### src/rtl/smmc_pkg.sv
package smmc_pkg;

    // ------------------------------------------------------------
    // Register ports and indices
    // ------------------------------------------------------------
    localparam logic [15:0] PORT_INDEX     = 16'h0022;
    localparam logic [15:0] PORT_DATA      = 16'h0023;
    localparam logic [15:0] PORT_BASE_EN   = 16'h0104;
    localparam logic [7:0]  IDX_SHADOW_C   = 8'h18;
    localparam logic [7:0]  IDX_SHADOW_DEF = 8'h19;
    localparam logic [7:0]  IDX_REMAP      = 8'h1A;

    // ------------------------------------------------------------
    // Reset values and field layouts
    // ------------------------------------------------------------
    localparam logic [7:0] RST_SHADOW   = 8'h00;
    localparam logic [7:0] RST_BASE_EN  = 8'h1F;
    localparam logic [7:0] RST_REMAP    = 8'h00;
    localparam logic [7:0] RST_INDEX    = 8'h00;
    localparam logic [7:0] MASK_SHADOW  = 8'hFF;
    localparam logic [7:0] MASK_DEF     = 8'h77;
    localparam logic [7:0] MASK_BASE_EN = 8'h1F;
    localparam logic [7:0] MASK_REMAP   = 8'h01;
    localparam int         REMAP_EN_BIT = 0;

    // ------------------------------------------------------------
    // Address map
    // ------------------------------------------------------------
    localparam logic [23:0] ADDR_BASE_TOP = 24'h0A0000;
    localparam logic [7:0]  SEG_C         = 8'h0C;
    localparam logic [7:0]  SEG_D         = 8'h0D;
    localparam logic [7:0]  SEG_E         = 8'h0E;
    localparam logic [7:0]  SEG_F         = 8'h0F;
    localparam logic [23:0] ADDR_HIROM    = 24'hFE0000;
    localparam logic [23:0] ADDR_1M       = 24'h100000;
    localparam logic [23:0] ADDR_REMAP_TOP = 24'h160000;
    localparam logic [23:0] ADDR_SRAM_TOP = 24'h4C0000;
    localparam logic [23:0] MB_SIZE       = 24'h100000;

    // ------------------------------------------------------------
    // DRAM geometry
    // ------------------------------------------------------------
    localparam int PAGE_SH_256K = 10;
    localparam int PAGE_SH_1M   = 11;
    localparam int BANK_SH_256K = 19;
    localparam int BANK_SH_1M   = 21;
    localparam int SRAM_BANK_SH = 18;
    localparam logic [3:0] SRAM_NONE = 4'hF;

    // ------------------------------------------------------------
    // Types
    // ------------------------------------------------------------
    typedef enum logic [1:0] {
        SMMC_CYC_DRAM = 2'h0,
        SMMC_CYC_EXP  = 2'h1,
        SMMC_CYC_ROM  = 2'h2,
        SMMC_CYC_SRAM = 2'h3
    } smmc_cyc_t;

    typedef enum logic [1:0] {
        SMMC_ST_IDLE = 2'b00,
        SMMC_ST_DEC  = 2'b01,
        SMMC_ST_RUN  = 2'b11,
        SMMC_ST_DONE = 2'b10
    } smmc_state_t;

    typedef struct packed {
        logic [23:0] addr;
        logic        wr;
    } smmc_req_t;

    typedef struct packed {
        smmc_cyc_t   cyc;
        logic        discard;
        logic [23:0] phys;
        logic [3:0]  sram_bank;
    } smmc_dec_t;

endpackage

### src/rtl/smmc_decode.sv
`timescale 1ns/1ps
module smmc_decode (
    input  smmc_pkg::smmc_req_t  req,         // Access to decode
    input  wire logic [7:0]      shadow_c,    // C segment shadow bits
    input  wire logic [7:0]      shadow_def,  // D/E/F shadow bits
    input  wire logic [7:0]      base_en,     // Base block enables
    input  wire logic            remap_en,    // Remap above 1M
    input  wire logic            sram_mode,   // Pseudo-SRAM mode
    input  wire logic [23:0]     mem_top,     // End of installed DRAM
    output smmc_pkg::smmc_dec_t  dec          // Decode result
);
    // ------------------------------------------------------------
    // Region and segment selection
    // ------------------------------------------------------------
    wire logic [23:0] a        = req.addr;
    wire logic        in_base  = a < smmc_pkg::ADDR_BASE_TOP;
    wire logic        in_c     = a[23:16] == smmc_pkg::SEG_C;
    wire logic        in_d     = a[23:16] == smmc_pkg::SEG_D;
    wire logic        in_e     = a[23:16] == smmc_pkg::SEG_E;
    wire logic        in_f     = a[23:16] == smmc_pkg::SEG_F;
    wire logic        in_hirom = a >= smmc_pkg::ADDR_HIROM;
    wire logic        above_1m = a >= smmc_pkg::ADDR_1M;
    wire logic        in_remap = above_1m
                                 && (a < smmc_pkg::ADDR_REMAP_TOP);
    // Segment bits in descending segment order
    wire logic        c_en  = shadow_c[{1'b0, ~a[15:14]}];
    wire logic        c_wd  = shadow_c[{1'b1, ~a[15:14]}];
    wire logic        d_en  = shadow_def[{1'b0, ~a[17:16]}];
    wire logic        d_wd  = shadow_def[{1'b1, ~a[17:16]}];
    wire logic        sh_en = in_c ? c_en : d_en;
    wire logic        sh_wd = in_c ? c_wd : d_wd;
    wire logic        any_shadow = (|shadow_c[3:0]) | (|shadow_def[2:0]);
    wire logic [23:0] rom_phys = {7'h00, a[16:0]};
    wire logic [23:0] off_1m   = a - smmc_pkg::ADDR_1M;

    // ------------------------------------------------------------
    // Cycle selection
    // ------------------------------------------------------------
    always_comb begin
        dec           = '0;
        dec.cyc       = smmc_pkg::SMMC_CYC_EXP;
        dec.phys      = a;
        dec.sram_bank = smmc_pkg::SRAM_NONE;
        if (in_base) begin
            if (base_en[a[19:17]]) begin
                dec.cyc = smmc_pkg::SMMC_CYC_DRAM;
            end
        end else if (in_c || in_d) begin
            if (sh_en && sh_wd) begin
                dec.cyc     = smmc_pkg::SMMC_CYC_DRAM;
                dec.discard = req.wr;
            end else if (sh_en && req.wr) begin
                dec.cyc = smmc_pkg::SMMC_CYC_DRAM;
            end
        end else if (in_e || in_f) begin
            if (sh_en && sh_wd) begin
                dec.cyc     = smmc_pkg::SMMC_CYC_DRAM;
                dec.discard = req.wr;
            end else if (sh_en && req.wr) begin
                dec.cyc = smmc_pkg::SMMC_CYC_DRAM;
            end else if ((sh_en || in_f) && !req.wr) begin
                dec.cyc  = smmc_pkg::SMMC_CYC_ROM;
                dec.phys = rom_phys;
            end
        end else if (in_hirom) begin
            if (!req.wr) begin
                dec.cyc  = smmc_pkg::SMMC_CYC_ROM;
                dec.phys = rom_phys;
            end
        end else if (above_1m) begin
            if (remap_en && !any_shadow && in_remap) begin
                dec.cyc  = smmc_pkg::SMMC_CYC_DRAM;
                dec.phys = off_1m + smmc_pkg::ADDR_BASE_TOP;
            end else if (sram_mode) begin
                if (a < smmc_pkg::ADDR_SRAM_TOP) begin
                    dec.cyc       = smmc_pkg::SMMC_CYC_DRAM;
                    dec.sram_bank = off_1m[21:18];
                end
            end else if (a < mem_top) begin
                dec.cyc = smmc_pkg::SMMC_CYC_DRAM;
            end
        end
        if (sram_mode && dec.cyc == smmc_pkg::SMMC_CYC_DRAM) begin
            dec.cyc = smmc_pkg::SMMC_CYC_SRAM;
        end
    end

endmodule // smmc_decode

### src/rtl/smmc_top.sv
`timescale 1ns/1ps
module smmc_top #(
    parameter int MEM_MB = 8                  // Installed DRAM, MB
) (
    input  wire logic        clk,             // System clock
    input  wire logic        rstn,            // Async reset, low
    input  wire logic        strap_present,   // Memory strap fitted
    input  wire logic        strap_dram,      // Strap: high for DRAM
    input  wire logic        part_is_1m,      // DRAM uses 1M parts
    input  wire logic        interleave_en,   // Two-way interleave
    input  wire logic        io_wr,           // I/O write strobe
    input  wire logic        io_rd,           // I/O read strobe
    input  wire logic [15:0] io_addr,         // I/O port address
    input  wire logic [7:0]  io_wdata,        // I/O write data
    output logic      [7:0]  io_rdata,        // I/O read data
    input  wire logic        mem_req,         // Memory request
    input  wire logic [23:0] mem_addr,        // Memory address
    input  wire logic        mem_wr,          // Request is a write
    output logic             mem_ack,         // Cycle complete
    output logic      [1:0]  cyc_kind,        // Cycle type
    output logic      [23:0] phys_addr,       // Physical address
    output logic             dram_strobe,     // Row/column strobes
    output logic      [1:0]  dram_bank,       // DRAM bank
    output logic             page_hit,        // Open page hit
    output logic             exp_cycle,       // Expansion bus cycle
    output logic             rom_read,        // ROM read cycle
    output logic             sram_cycle,      // Pseudo-SRAM cycle
    output logic             mem_write_en,    // Write reaches memory
    output logic      [3:0]  sram_bank_select, // Upper SRAM bank
    output logic             dram_mode        // DRAM mode active
);
    // ------------------------------------------------------------
    // Elaboration check
    // ------------------------------------------------------------
    if (MEM_MB < 1 || MEM_MB > 8) begin : g_bad_size
        $error("MEM_MB must lie between 1 and 8");
    end

    // ------------------------------------------------------------
    // Declarations
    // ------------------------------------------------------------
    localparam logic [23:0] MEM_TOP = 24'(MEM_MB) * smmc_pkg::MB_SIZE;

    smmc_pkg::smmc_state_t st_ff;
    smmc_pkg::smmc_state_t nxt_st;
    smmc_pkg::smmc_req_t   req_ff;
    smmc_pkg::smmc_dec_t   dec;
    logic [7:0]  index_ff;
    logic [7:0]  shadow_c_ff;
    logic [7:0]  shadow_def_ff;
    logic [7:0]  base_en_ff;
    logic [7:0]  remap_ff;
    logic [7:0]  rdata_ff;
    logic [7:0]  nxt_rdata;
    logic        strap_done_ff;
    logic        dram_mode_ff;
    logic [1:0]  cyc_ff;
    logic [23:0] phys_ff;
    logic        strobe_ff;
    logic [1:0]  bank_ff;
    logic        hit_ff;
    logic        exp_ff;
    logic        rom_ff;
    logic        sram_ff;
    logic        wen_ff;
    logic [3:0]  sbank_ff;
    logic [13:0] open_pg_ff [4];
    logic [3:0]  open_vld_ff;

    // ------------------------------------------------------------
    // Helper functions
    // ------------------------------------------------------------
    // Page number of a physical address
    function automatic logic [13:0] page_of(input logic [23:0] pa,
                                            input logic        big);
        logic [23:0] sh;
        sh = big ? (pa >> smmc_pkg::PAGE_SH_1M)
                 : (pa >> smmc_pkg::PAGE_SH_256K);
        return sh[13:0];
    endfunction

    // Bank of a physical address, with optional interleave
    function automatic logic [1:0] bank_of(input logic [23:0] pa,
                                           input logic        big,
                                           input logic        ilv);
        logic [23:0] lin;
        logic [23:0] pair;
        logic [13:0] pg;
        lin  = big ? (pa >> smmc_pkg::BANK_SH_1M)
                   : (pa >> smmc_pkg::BANK_SH_256K);
        pair = big ? (pa >> (smmc_pkg::BANK_SH_1M + 1))
                   : (pa >> (smmc_pkg::BANK_SH_256K + 1));
        pg   = page_of(pa, big);
        if (ilv) begin
            return {pair[0], pg[0]};
        end
        return lin[1:0];
    endfunction

    // ------------------------------------------------------------
    // Register port decode
    // ------------------------------------------------------------
    wire logic hit_index = io_addr == smmc_pkg::PORT_INDEX;
    wire logic hit_data  = io_addr == smmc_pkg::PORT_DATA;
    wire logic hit_base  = io_addr == smmc_pkg::PORT_BASE_EN;
    wire logic sel_c     = hit_data
                           && index_ff == smmc_pkg::IDX_SHADOW_C;
    wire logic sel_def   = hit_data
                           && index_ff == smmc_pkg::IDX_SHADOW_DEF;
    wire logic sel_remap = hit_data
                           && index_ff == smmc_pkg::IDX_REMAP;
    wire logic wr_index  = io_wr && hit_index;
    wire logic wr_base   = io_wr && hit_base;
    wire logic wr_c      = io_wr && sel_c;
    wire logic wr_def    = io_wr && sel_def;
    wire logic wr_remap  = io_wr && sel_remap;

    // Read data selection, unmapped reads return zero
    always_comb begin
        if (hit_index) begin
            nxt_rdata = index_ff;
        end else if (hit_base) begin
            nxt_rdata = base_en_ff;
        end else if (sel_c) begin
            nxt_rdata = shadow_c_ff;
        end else if (sel_def) begin
            nxt_rdata = shadow_def_ff;
        end else if (sel_remap) begin
            nxt_rdata = remap_ff;
        end else begin
            nxt_rdata = 8'h00;
        end
    end

    // ------------------------------------------------------------
    // Configuration registers
    // ------------------------------------------------------------
    // Index register
    always_ff @(posedge clk or negedge rstn) begin
        if (!rstn) begin
            index_ff <= smmc_pkg::RST_INDEX;
        end else if (wr_index) begin
            index_ff <= io_wdata;
        end
    end

    // Shadow control, cleared at reset
    always_ff @(posedge clk or negedge rstn) begin
        if (!rstn) begin
            shadow_c_ff   <= smmc_pkg::RST_SHADOW;
            shadow_def_ff <= smmc_pkg::RST_SHADOW;
        end else begin
            if (wr_c) begin
                shadow_c_ff <= io_wdata & smmc_pkg::MASK_SHADOW;
            end
            if (wr_def) begin
                shadow_def_ff <= io_wdata & smmc_pkg::MASK_DEF;
            end
        end
    end

    // Base block enables and remap control
    always_ff @(posedge clk or negedge rstn) begin
        if (!rstn) begin
            base_en_ff <= smmc_pkg::RST_BASE_EN;
            remap_ff   <= smmc_pkg::RST_REMAP;
        end else begin
            if (wr_base) begin
                base_en_ff <= io_wdata & smmc_pkg::MASK_BASE_EN;
            end
            if (wr_remap) begin
                remap_ff <= io_wdata & smmc_pkg::MASK_REMAP;
            end
        end
    end

    // Registered read data, one cycle after the read strobe
    always_ff @(posedge clk or negedge rstn) begin
        if (!rstn) begin
            rdata_ff <= 8'h00;
        end else if (io_rd) begin
            rdata_ff <= nxt_rdata;
        end
    end

    // ------------------------------------------------------------
    // Memory type strap, caught after reset release
    // ------------------------------------------------------------
    always_ff @(posedge clk or negedge rstn) begin
        if (!rstn) begin
            strap_done_ff <= 1'b0;
            dram_mode_ff  <= 1'b1;
        end else if (!strap_done_ff) begin
            strap_done_ff <= 1'b1;
            dram_mode_ff  <= strap_present ? strap_dram : 1'b1;
        end
    end

    // ------------------------------------------------------------
    // Address decode
    // ------------------------------------------------------------
    smmc_decode u_decode (
        .req        (req_ff),
        .shadow_c   (shadow_c_ff),
        .shadow_def (shadow_def_ff),
        .base_en    (base_en_ff),
        .remap_en   (remap_ff[smmc_pkg::REMAP_EN_BIT]),
        .sram_mode  (!dram_mode_ff),
        .mem_top    (MEM_TOP),
        .dec        (dec)
    );

    wire logic [13:0] dec_pg   = page_of(dec.phys, part_is_1m);
    wire logic [1:0]  dec_bank = bank_of(dec.phys, part_is_1m,
                                         interleave_en);
    wire logic        dec_dram = dec.cyc == smmc_pkg::SMMC_CYC_DRAM;
    wire logic        dec_hit  = open_vld_ff[dec_bank]
                                 && open_pg_ff[dec_bank] == dec_pg;

    // ------------------------------------------------------------
    // Cycle sequencer
    // ------------------------------------------------------------
    always_comb begin
        case (st_ff)
            smmc_pkg::SMMC_ST_IDLE:
                nxt_st = mem_req ? smmc_pkg::SMMC_ST_DEC
                                 : smmc_pkg::SMMC_ST_IDLE;
            smmc_pkg::SMMC_ST_DEC:  nxt_st = smmc_pkg::SMMC_ST_RUN;
            smmc_pkg::SMMC_ST_RUN:  nxt_st = smmc_pkg::SMMC_ST_DONE;
            default:                nxt_st = smmc_pkg::SMMC_ST_IDLE;
        endcase
    end

    // State register
    always_ff @(posedge clk or negedge rstn) begin
        if (!rstn) begin
            st_ff <= smmc_pkg::SMMC_ST_IDLE;
        end else begin
            st_ff <= nxt_st;
        end
    end

    // Request capture
    always_ff @(posedge clk or negedge rstn) begin
        if (!rstn) begin
            req_ff <= '0;
        end else if (st_ff == smmc_pkg::SMMC_ST_IDLE && mem_req) begin
            req_ff <= '{addr: mem_addr, wr: mem_wr};
        end
    end

    // ------------------------------------------------------------
    // Open page tracking per bank
    // ------------------------------------------------------------
    always_ff @(posedge clk or negedge rstn) begin
        if (!rstn) begin
            open_vld_ff <= 4'h0;
            for (int i = 0; i < 4; i++) begin
                open_pg_ff[i] <= 14'h0000;
            end
        end else if (st_ff == smmc_pkg::SMMC_ST_DEC && dec_dram) begin
            open_vld_ff[dec_bank] <= 1'b1;
            open_pg_ff[dec_bank]  <= dec_pg;
        end
    end

    // ------------------------------------------------------------
    // Cycle outputs, loaded at decode; bank select and page hit dropped after completion
    // ------------------------------------------------------------
    always_ff @(posedge clk or negedge rstn) begin
        if (!rstn) begin
            cyc_ff   <= 2'h1;
            phys_ff  <= 24'h000000;
            bank_ff  <= 2'h0;
            hit_ff   <= 1'b0;
            sbank_ff <= smmc_pkg::SRAM_NONE;
        end else if (st_ff == smmc_pkg::SMMC_ST_DEC) begin
            cyc_ff   <= dec.cyc;
            phys_ff  <= dec.phys;
            bank_ff  <= dec_bank;
            hit_ff   <= dec_dram && dec_hit;
            sbank_ff <= dec.sram_bank;
        end else if (st_ff == smmc_pkg::SMMC_ST_DONE) begin
            sbank_ff <= smmc_pkg::SRAM_NONE;
            hit_ff   <= 1'b0;
        end
    end

    // Strobe and qualifier flags
    always_ff @(posedge clk or negedge rstn) begin
        if (!rstn) begin
            strobe_ff <= 1'b0;
            exp_ff    <= 1'b0;
            rom_ff    <= 1'b0;
            sram_ff   <= 1'b0;
            wen_ff    <= 1'b0;
        end else if (st_ff == smmc_pkg::SMMC_ST_DEC) begin
            strobe_ff <= dec_dram;
            exp_ff    <= dec.cyc == smmc_pkg::SMMC_CYC_EXP;
            rom_ff    <= dec.cyc == smmc_pkg::SMMC_CYC_ROM;
            sram_ff   <= dec.cyc == smmc_pkg::SMMC_CYC_SRAM;
            wen_ff    <= req_ff.wr && !dec.discard;
        end else if (st_ff == smmc_pkg::SMMC_ST_DONE) begin
            strobe_ff <= 1'b0;
            exp_ff    <= 1'b0;
            rom_ff    <= 1'b0;
            sram_ff   <= 1'b0;
            wen_ff    <= 1'b0;
        end
    end

    // ------------------------------------------------------------
    // Output assignments
    // ------------------------------------------------------------
    assign io_rdata         = rdata_ff;
    assign mem_ack          = st_ff == smmc_pkg::SMMC_ST_DONE;
    assign cyc_kind         = cyc_ff;
    assign phys_addr        = phys_ff;
    assign dram_strobe      = strobe_ff;
    assign dram_bank        = bank_ff;
    assign page_hit         = hit_ff;
    assign exp_cycle        = exp_ff;
    assign rom_read         = rom_ff;
    assign sram_cycle       = sram_ff;
    assign mem_write_en     = wen_ff;
    assign sram_bank_select = sbank_ff;
    assign dram_mode        = dram_mode_ff;

endmodule // smmc_top
### config.mk
export PLATFORM = sky130hd
export DESIGN_NAME = smmc_top
export DESIGN_NICKNAME = d
export VERILOG_FILES = /design/src/rtl/smmc_pkg.sv /design/src/rtl/smmc_decode.sv /design/src/rtl/smmc_top.sv
export SDC_FILE = /design/constraint.sdc
export NUM_CORES = 1
export LEC_CHECK = 0
export ABC_CLOCK_PERIOD_IN_PS = 7600
export BUFFER_PORTS_ARGS = -buffer_cell sky130_fd_sc_hd__buf_2
export CAP_MARGIN = 20
export CORE_MARGIN = 2
export CORE_UTILIZATION = 55
export CTS_CLUSTER_SIZE = 20
export DETAILED_ROUTE_END_ITERATION = 8
export HOLD_SLACK_MARGIN = 0.06
export PLACE_DENSITY = 0.76
export SLEW_MARGIN = 40
export SYNTH_ARGS = -nofsm -noshare
export SYNTH_HDL_FRONTEND = slang
export SYNTH_SLANG_ARGS = --single-unit
### constraint.sdc
create_clock -name clk -period 7.6 [get_ports clk]
set_input_delay 1.14 -clock clk [delete_from_list [all_inputs] [get_ports clk]]
set_output_delay 1.14 -clock clk [all_outputs]
set_load 0.02 [all_outputs]
; ---- After elaboration in Yosys (flattened, before gate mapping)
; Cells that the tools add are included.
[op_classes]
n_eq_ne = 17
n_mux = 79
n_bitwise = 5
reduce_logical = 35
order_cmp = 15
add_sub_neg = 2
[ops]
columns = cell, count
row1 = $mux W24, 7
row2 = $bwmux W56, 1
row3 = $mux W14, 4
row4 = $mux W28, 2
row5 = $eq A16 B6 Y1 const B, 2
row6 = $eq A8 B4 Y1 const B, 4
row7 = $mux W8, 4
row8 = $mux W29, 1
row9 = $bmux W14 S2, 1
row10 = $demux W14 S2, 1
row11 = $mux W1, 28
row12 = $mux W2, 14
row13 = $mux W4, 7
row14 = $add A24 B20 Y24 const B, 1
row15 = $eq A8 B5 Y1 const B, 3
row16 = $ge A24 B21 Y1 const B, 1
row17 = $ge A24 B24 Y1 const B, 1
row18 = $lt A24 B20 Y1 const B, 1
row19 = $lt A24 B21 Y1 const B, 1
row20 = $lt A24 B23 Y1 const B, 1
row21 = $lt A24 B24 Y1 const B, 1
row22 = $sub A24 B21 Y24 const B, 1
row23 = $logic_and A1 B1 Y1, 22
row24 = $eq A16 B9 Y1 const B, 1
row25 = 24 further kinds, 43
[totals]
elab_cells = 179
output_inout_bits = 48
ff_bits = 163

; ---- Logic depth before layout (Yosys ltp)
[depth]
ltp_word = 23
mapped_depth = 15

; ---- Modules after synthesis
; From an unflattened synthesis, not the netlist that was laid out.
[hier_totals]
hier_cells = 846
hier_area_um2 = 9111.2
[by_module_without_submodules]
columns = mod, area_per_inst_um2, n_inst, cells_each, seq_area_each_um2
row1 = smmc_top, 7373.3, 1, 607, 4092.7
row2 = smmc_decode, 1737.9, 1, 239, 0.0

; ---- Least setup slack after synthesis
; No wires, ideal clock.
[synth_path]
path_kind = flip-flop to flip-flop
start = register req_ff[21] in the netlist's numbering
end = register open_pg_ff[51] in the netlist's numbering
required_time_ns = 7.473
stages_incl_launch_ff = 15
setup_ns = 0.127
arrival_time_ns = 3.318
slack_ns = 4.154
n_path_buf = 3
cell_sequence = dfrtp_1 -> inv_1 -> ha_1 -> or3b_1 -> buf_2 -> nor3_2 -> a32oi_1 -> a21oi_2 -> nand3b_1 -> and2_2 -> nand3_1 -> or3_1 -> buf_2 -> buf_6 -> mux2_1
[synth_via]
elab_chain_len = 19
word_cells_on_any_way = 63
cone_classes = add/sub: 2 / order compare: 8 / eq/ne: 4 / mux: 35 / bitwise: 1 / reduce/logical: 13
[synth_lines]
columns = element, line_no
row1 = "start, declared", smmc_top.sv:46  ; smmc_pkg::smmc_req_t req_ff;
row2 = "start signal, assigned", smmc_top.sv:248  ; req_ff <= '{addr: mem_addr, wr: mem_wr};
row3 = "parallel branches: the longest is 19 deep, another holds $sub A24 B21 Y24", -
row4 = "end signal, assigned by index", smmc_top.sv:263  ; open_pg_ff[dec_bank] <= dec_pg;
row5 = "end, declared", smmc_top.sv:67  ; logic [13:0] open_pg_ff [4];
; Parallel ways; which one is timed is not known. The select of a mux whose other input is x is not followed.
; A chain may end at the register's enable or synchronous reset.

; ---- Final worst setup path
[layout_path]
start = register req_ff[21] in the netlist's numbering
end = register open_pg_ff[50] in the netlist's numbering
; The elaborated chain is that of the path after synthesis.

==> flow_summary.ini <==
[power]
p_per_area_nw_per_um2 = 411
seq_power_share = 0.372
p_total_w = 0.00393
p_leak_nw = 4.26
switching_share = 0.404
ir_worst_vdd_uv = 288
p_int_w = 0.00234
pwr-share-clk = 0.221
switchingPower_w = 0.00159
p_comb_frac = 0.407

[layout]
post-route-util = 0.635
diodes = 0
design_area_um2 = 9550
area_growth_pct = 14.5
nets = 908
final_layout_size_suffix_gt1_frac = 0.314

[global_route]
grt_max_degree = 97
antenna_found_initial = 0
top_usage_layer = met2
met3_usage = 0.0586
overflow = 0
track_usage = 0.273
grt_pass1_wl_mm = 34.1
met2_usage = 0.449
grt_pass1_vias = 6376
use_met1 = 0.366

[clock_network]
cts_buffers = 17
clk_path_buf_depth = 2
cts_max_level = 4
cts_setup_buffers = 0
cts-root-buf = clkbuf_16
clkLatencyLatePin_ns = 0.43
postCtsHoldBufs = 0
cts_tree = built
cts.sinks = 163
ctsResizeCount = 0
path_clk_slew_ns = 0.06

[floorplanning]
dieWidth_um = 127
initial_core_util = 0.555
dieArea_um2 = 16200
core_um2 = 15000
io_pins = 106
die_height_um = 127
core.rowCount = 45

[place]
hpwl_mm = 15.6
numPortBuffers = 105
place_ws_ns = 2.98
place_area_um2 = 8940
place.gp.congestion = 0.907

[detailed_routing]
antenna_left = 0
wl_per_cell_um = 20.9
drt_wl_total_mm = 21.7
vias_per_cell = 6.08
drc = 0
drt_pre_antenna_iters = 5
first_iter_violations = 536
vias = 6338

[synthesis]
ys.flop_type = dfrtp_1
synth_edf_count = 0
synth-seq-cells = 163
synthCells = 751
synth-async-reset-ratio = 1.00
avgSynthCellArea_um2 = 11.1
synth_top_cell_by_area = dfrtp_1
synth_top_area_frac = 0.456
synth_cell_types = 91
syn-cell-area_um2 = 8340
yosys_warnings = 0
syn_nets = 818
synth_area_leaders = dfrtp_1 (46%), mux2_2 (11%), mux2i_1 (4.1%), dfstp_2 (3.5%), nand2_1 (3.4%)
ys_seq_area_frac = 0.491

[timing]
rsz0062_at_grt = no
fmax_mhz = 214
setup_tns_ns = 0
layout_setup_ws_ns = 2.93
fin_crit_sh = 0.614
finalHoldViolCount = 0
min_period_ns = 4.67
drv_slew = 0
setup_viol = 0
clock_skew_ns = 0.00703
slew_headroom = 0.430
tightest_slew_ns = 0.854

[hold_path]
hold_end = dram_mode
holdPathStages = 1
min_from = strap_done_ff
hold_path.class = flip-flop to flip-flop

[worst_setup_path]
critical_path_arrival_ns = 4.97
endpoint_kind = flip-flop
crit_required_ns = 7.90
r2r-end = open_pg_ff[50]
r2r-start = req_ff[21]
worstPathMaxFanout = 23
critPathLaunchType = flip-flop
path_class = flip-flop to flip-flop
rr_worst_depth = 11
reg2reg_setup_slack_ns = 2.93

[job]
drv_cap = 0

[outcome]
status = finished, final reports clean
[cell type report]
type | count | area (um^2)
timing repair buffer | 109 | 569
tap | 188 | 235
multi-input combinational | 527 | 3970
fill | 1201 | 5480
sequential | 163 | 4090
clock buffer | 22 | 474
inverter | 23 | 86.3
clock inverter | 10 | 123
[cell usage in the layout, fill, tap and decap left out, types with 6 or more instances in the layout]
master and instances:
nand2b_1 6, dfstp_2 11, nand4_1 8, mux2i_1 33, ha_1 9, and3_1 6, nor3_1 6, nand2_1 73
o21ai_1 22, mux2_2 85, o22ai_1 7, a31oi_1 12, nor4_1 8, xnor2_1 8, buf_2 104, inv_1 22
nor2_1 39, o21ai_0 31, mux2_1 10, clkbuf_16 17, a21oi_1 27, nand3_1 14, xor2_1 11, dfrtp_1 152
[stage by stage]
step                instances  hold slack, ns
finish                   1042           0.446
global route             1042           0.481
CTS                      1042           0.446
detailed placement       1010           0.422
global placement         1010           0.419
floorplan                 751           0.390
[cell families after synthesis]
logic type	Yosys count	synth area share
multiplexers	132	0.177
AND/OR/NAND/NOR	206	0.130
XOR/XNOR	19	0.0200
adder cells (fa/ha/maj)	9	0.0135
other	1	0.000450
flip-flops	163	0.491
buffers and inverters	61	0.0347
AO/OA/AOI/OAI	160	0.133
[sequential cells by signal, summed over array words and instances, names as in the netlist, 2 cells and up]
signal            count
open_pg_ff           56
req_ff               25
phys_addr            24
index_ff              8
io_rdata              8
shadow_c_ff           8
shadow_def_ff         6
base_en_ff            5
open_vld_ff           4
sram_bank_select      4
cyc_kind              2
dram_bank             2
st_ff                 2
[critical path: stages (launching register included)]
cell and delay (ns):
dfrtp_1 0.50, inv_1 0.21, ha_1 0.37, nor3b_2 0.75, nand2_1 0.37, o211ai_2 0.23
a21oi_1 0.15, o41ai_1 0.40, a22oi_1 0.14, buf_4 0.24, or3_2 0.74, mux2_1 0.42
[Yosys cell counts (all sizes together) (7+ instances only)]
master / instances
xor2: 11
nor2: 39
a31oi: 13
nand3: 14
xnor2: 8
nor3: 8
buf: 16
inv: 23
o21ai: 54
nor4: 11
a21oi: 28
o22ai: 7
and3: 8
nand4: 8
dfrtp: 152
mux2i: 34
ha: 9
dfstp: 11
clkbuf: 22
mux2: 95
nand2: 77
[per-layer routing]
metal	share of wire	wire [um]
met1	0.44	9540
met2	0.49	10700
met3	0.049	1070
met4	0.020	442
met5	0	0
[power groups by stage]
stage               combinational, W  clock, W  sequential, W
floorplan                    0.00113         0        0.00144
CTS                          0.00159  0.000874        0.00146
finish                       0.00160  0.000869        0.00146
global placement             0.00155         0        0.00145
global route                 0.00173  0.000910        0.00150
detailed placement           0.00157         0        0.00147
[worst max path at each step]
stage / cells past startpoint / endpoint / from
detailed placement: 11 / open_pg_ff[22] / req_ff[21]
CTS: 11 / open_pg_ff[50] / req_ff[21]
global placement: 11 / open_pg_ff[25] / req_ff[21]
finish: 11 / open_pg_ff[50] / req_ff[21]
floorplan: 14 / open_pg_ff[51] / req_ff[21]
global route: 11 / open_pg_ff[50] / req_ff[21]
Power figures use the tool's default switching activity.
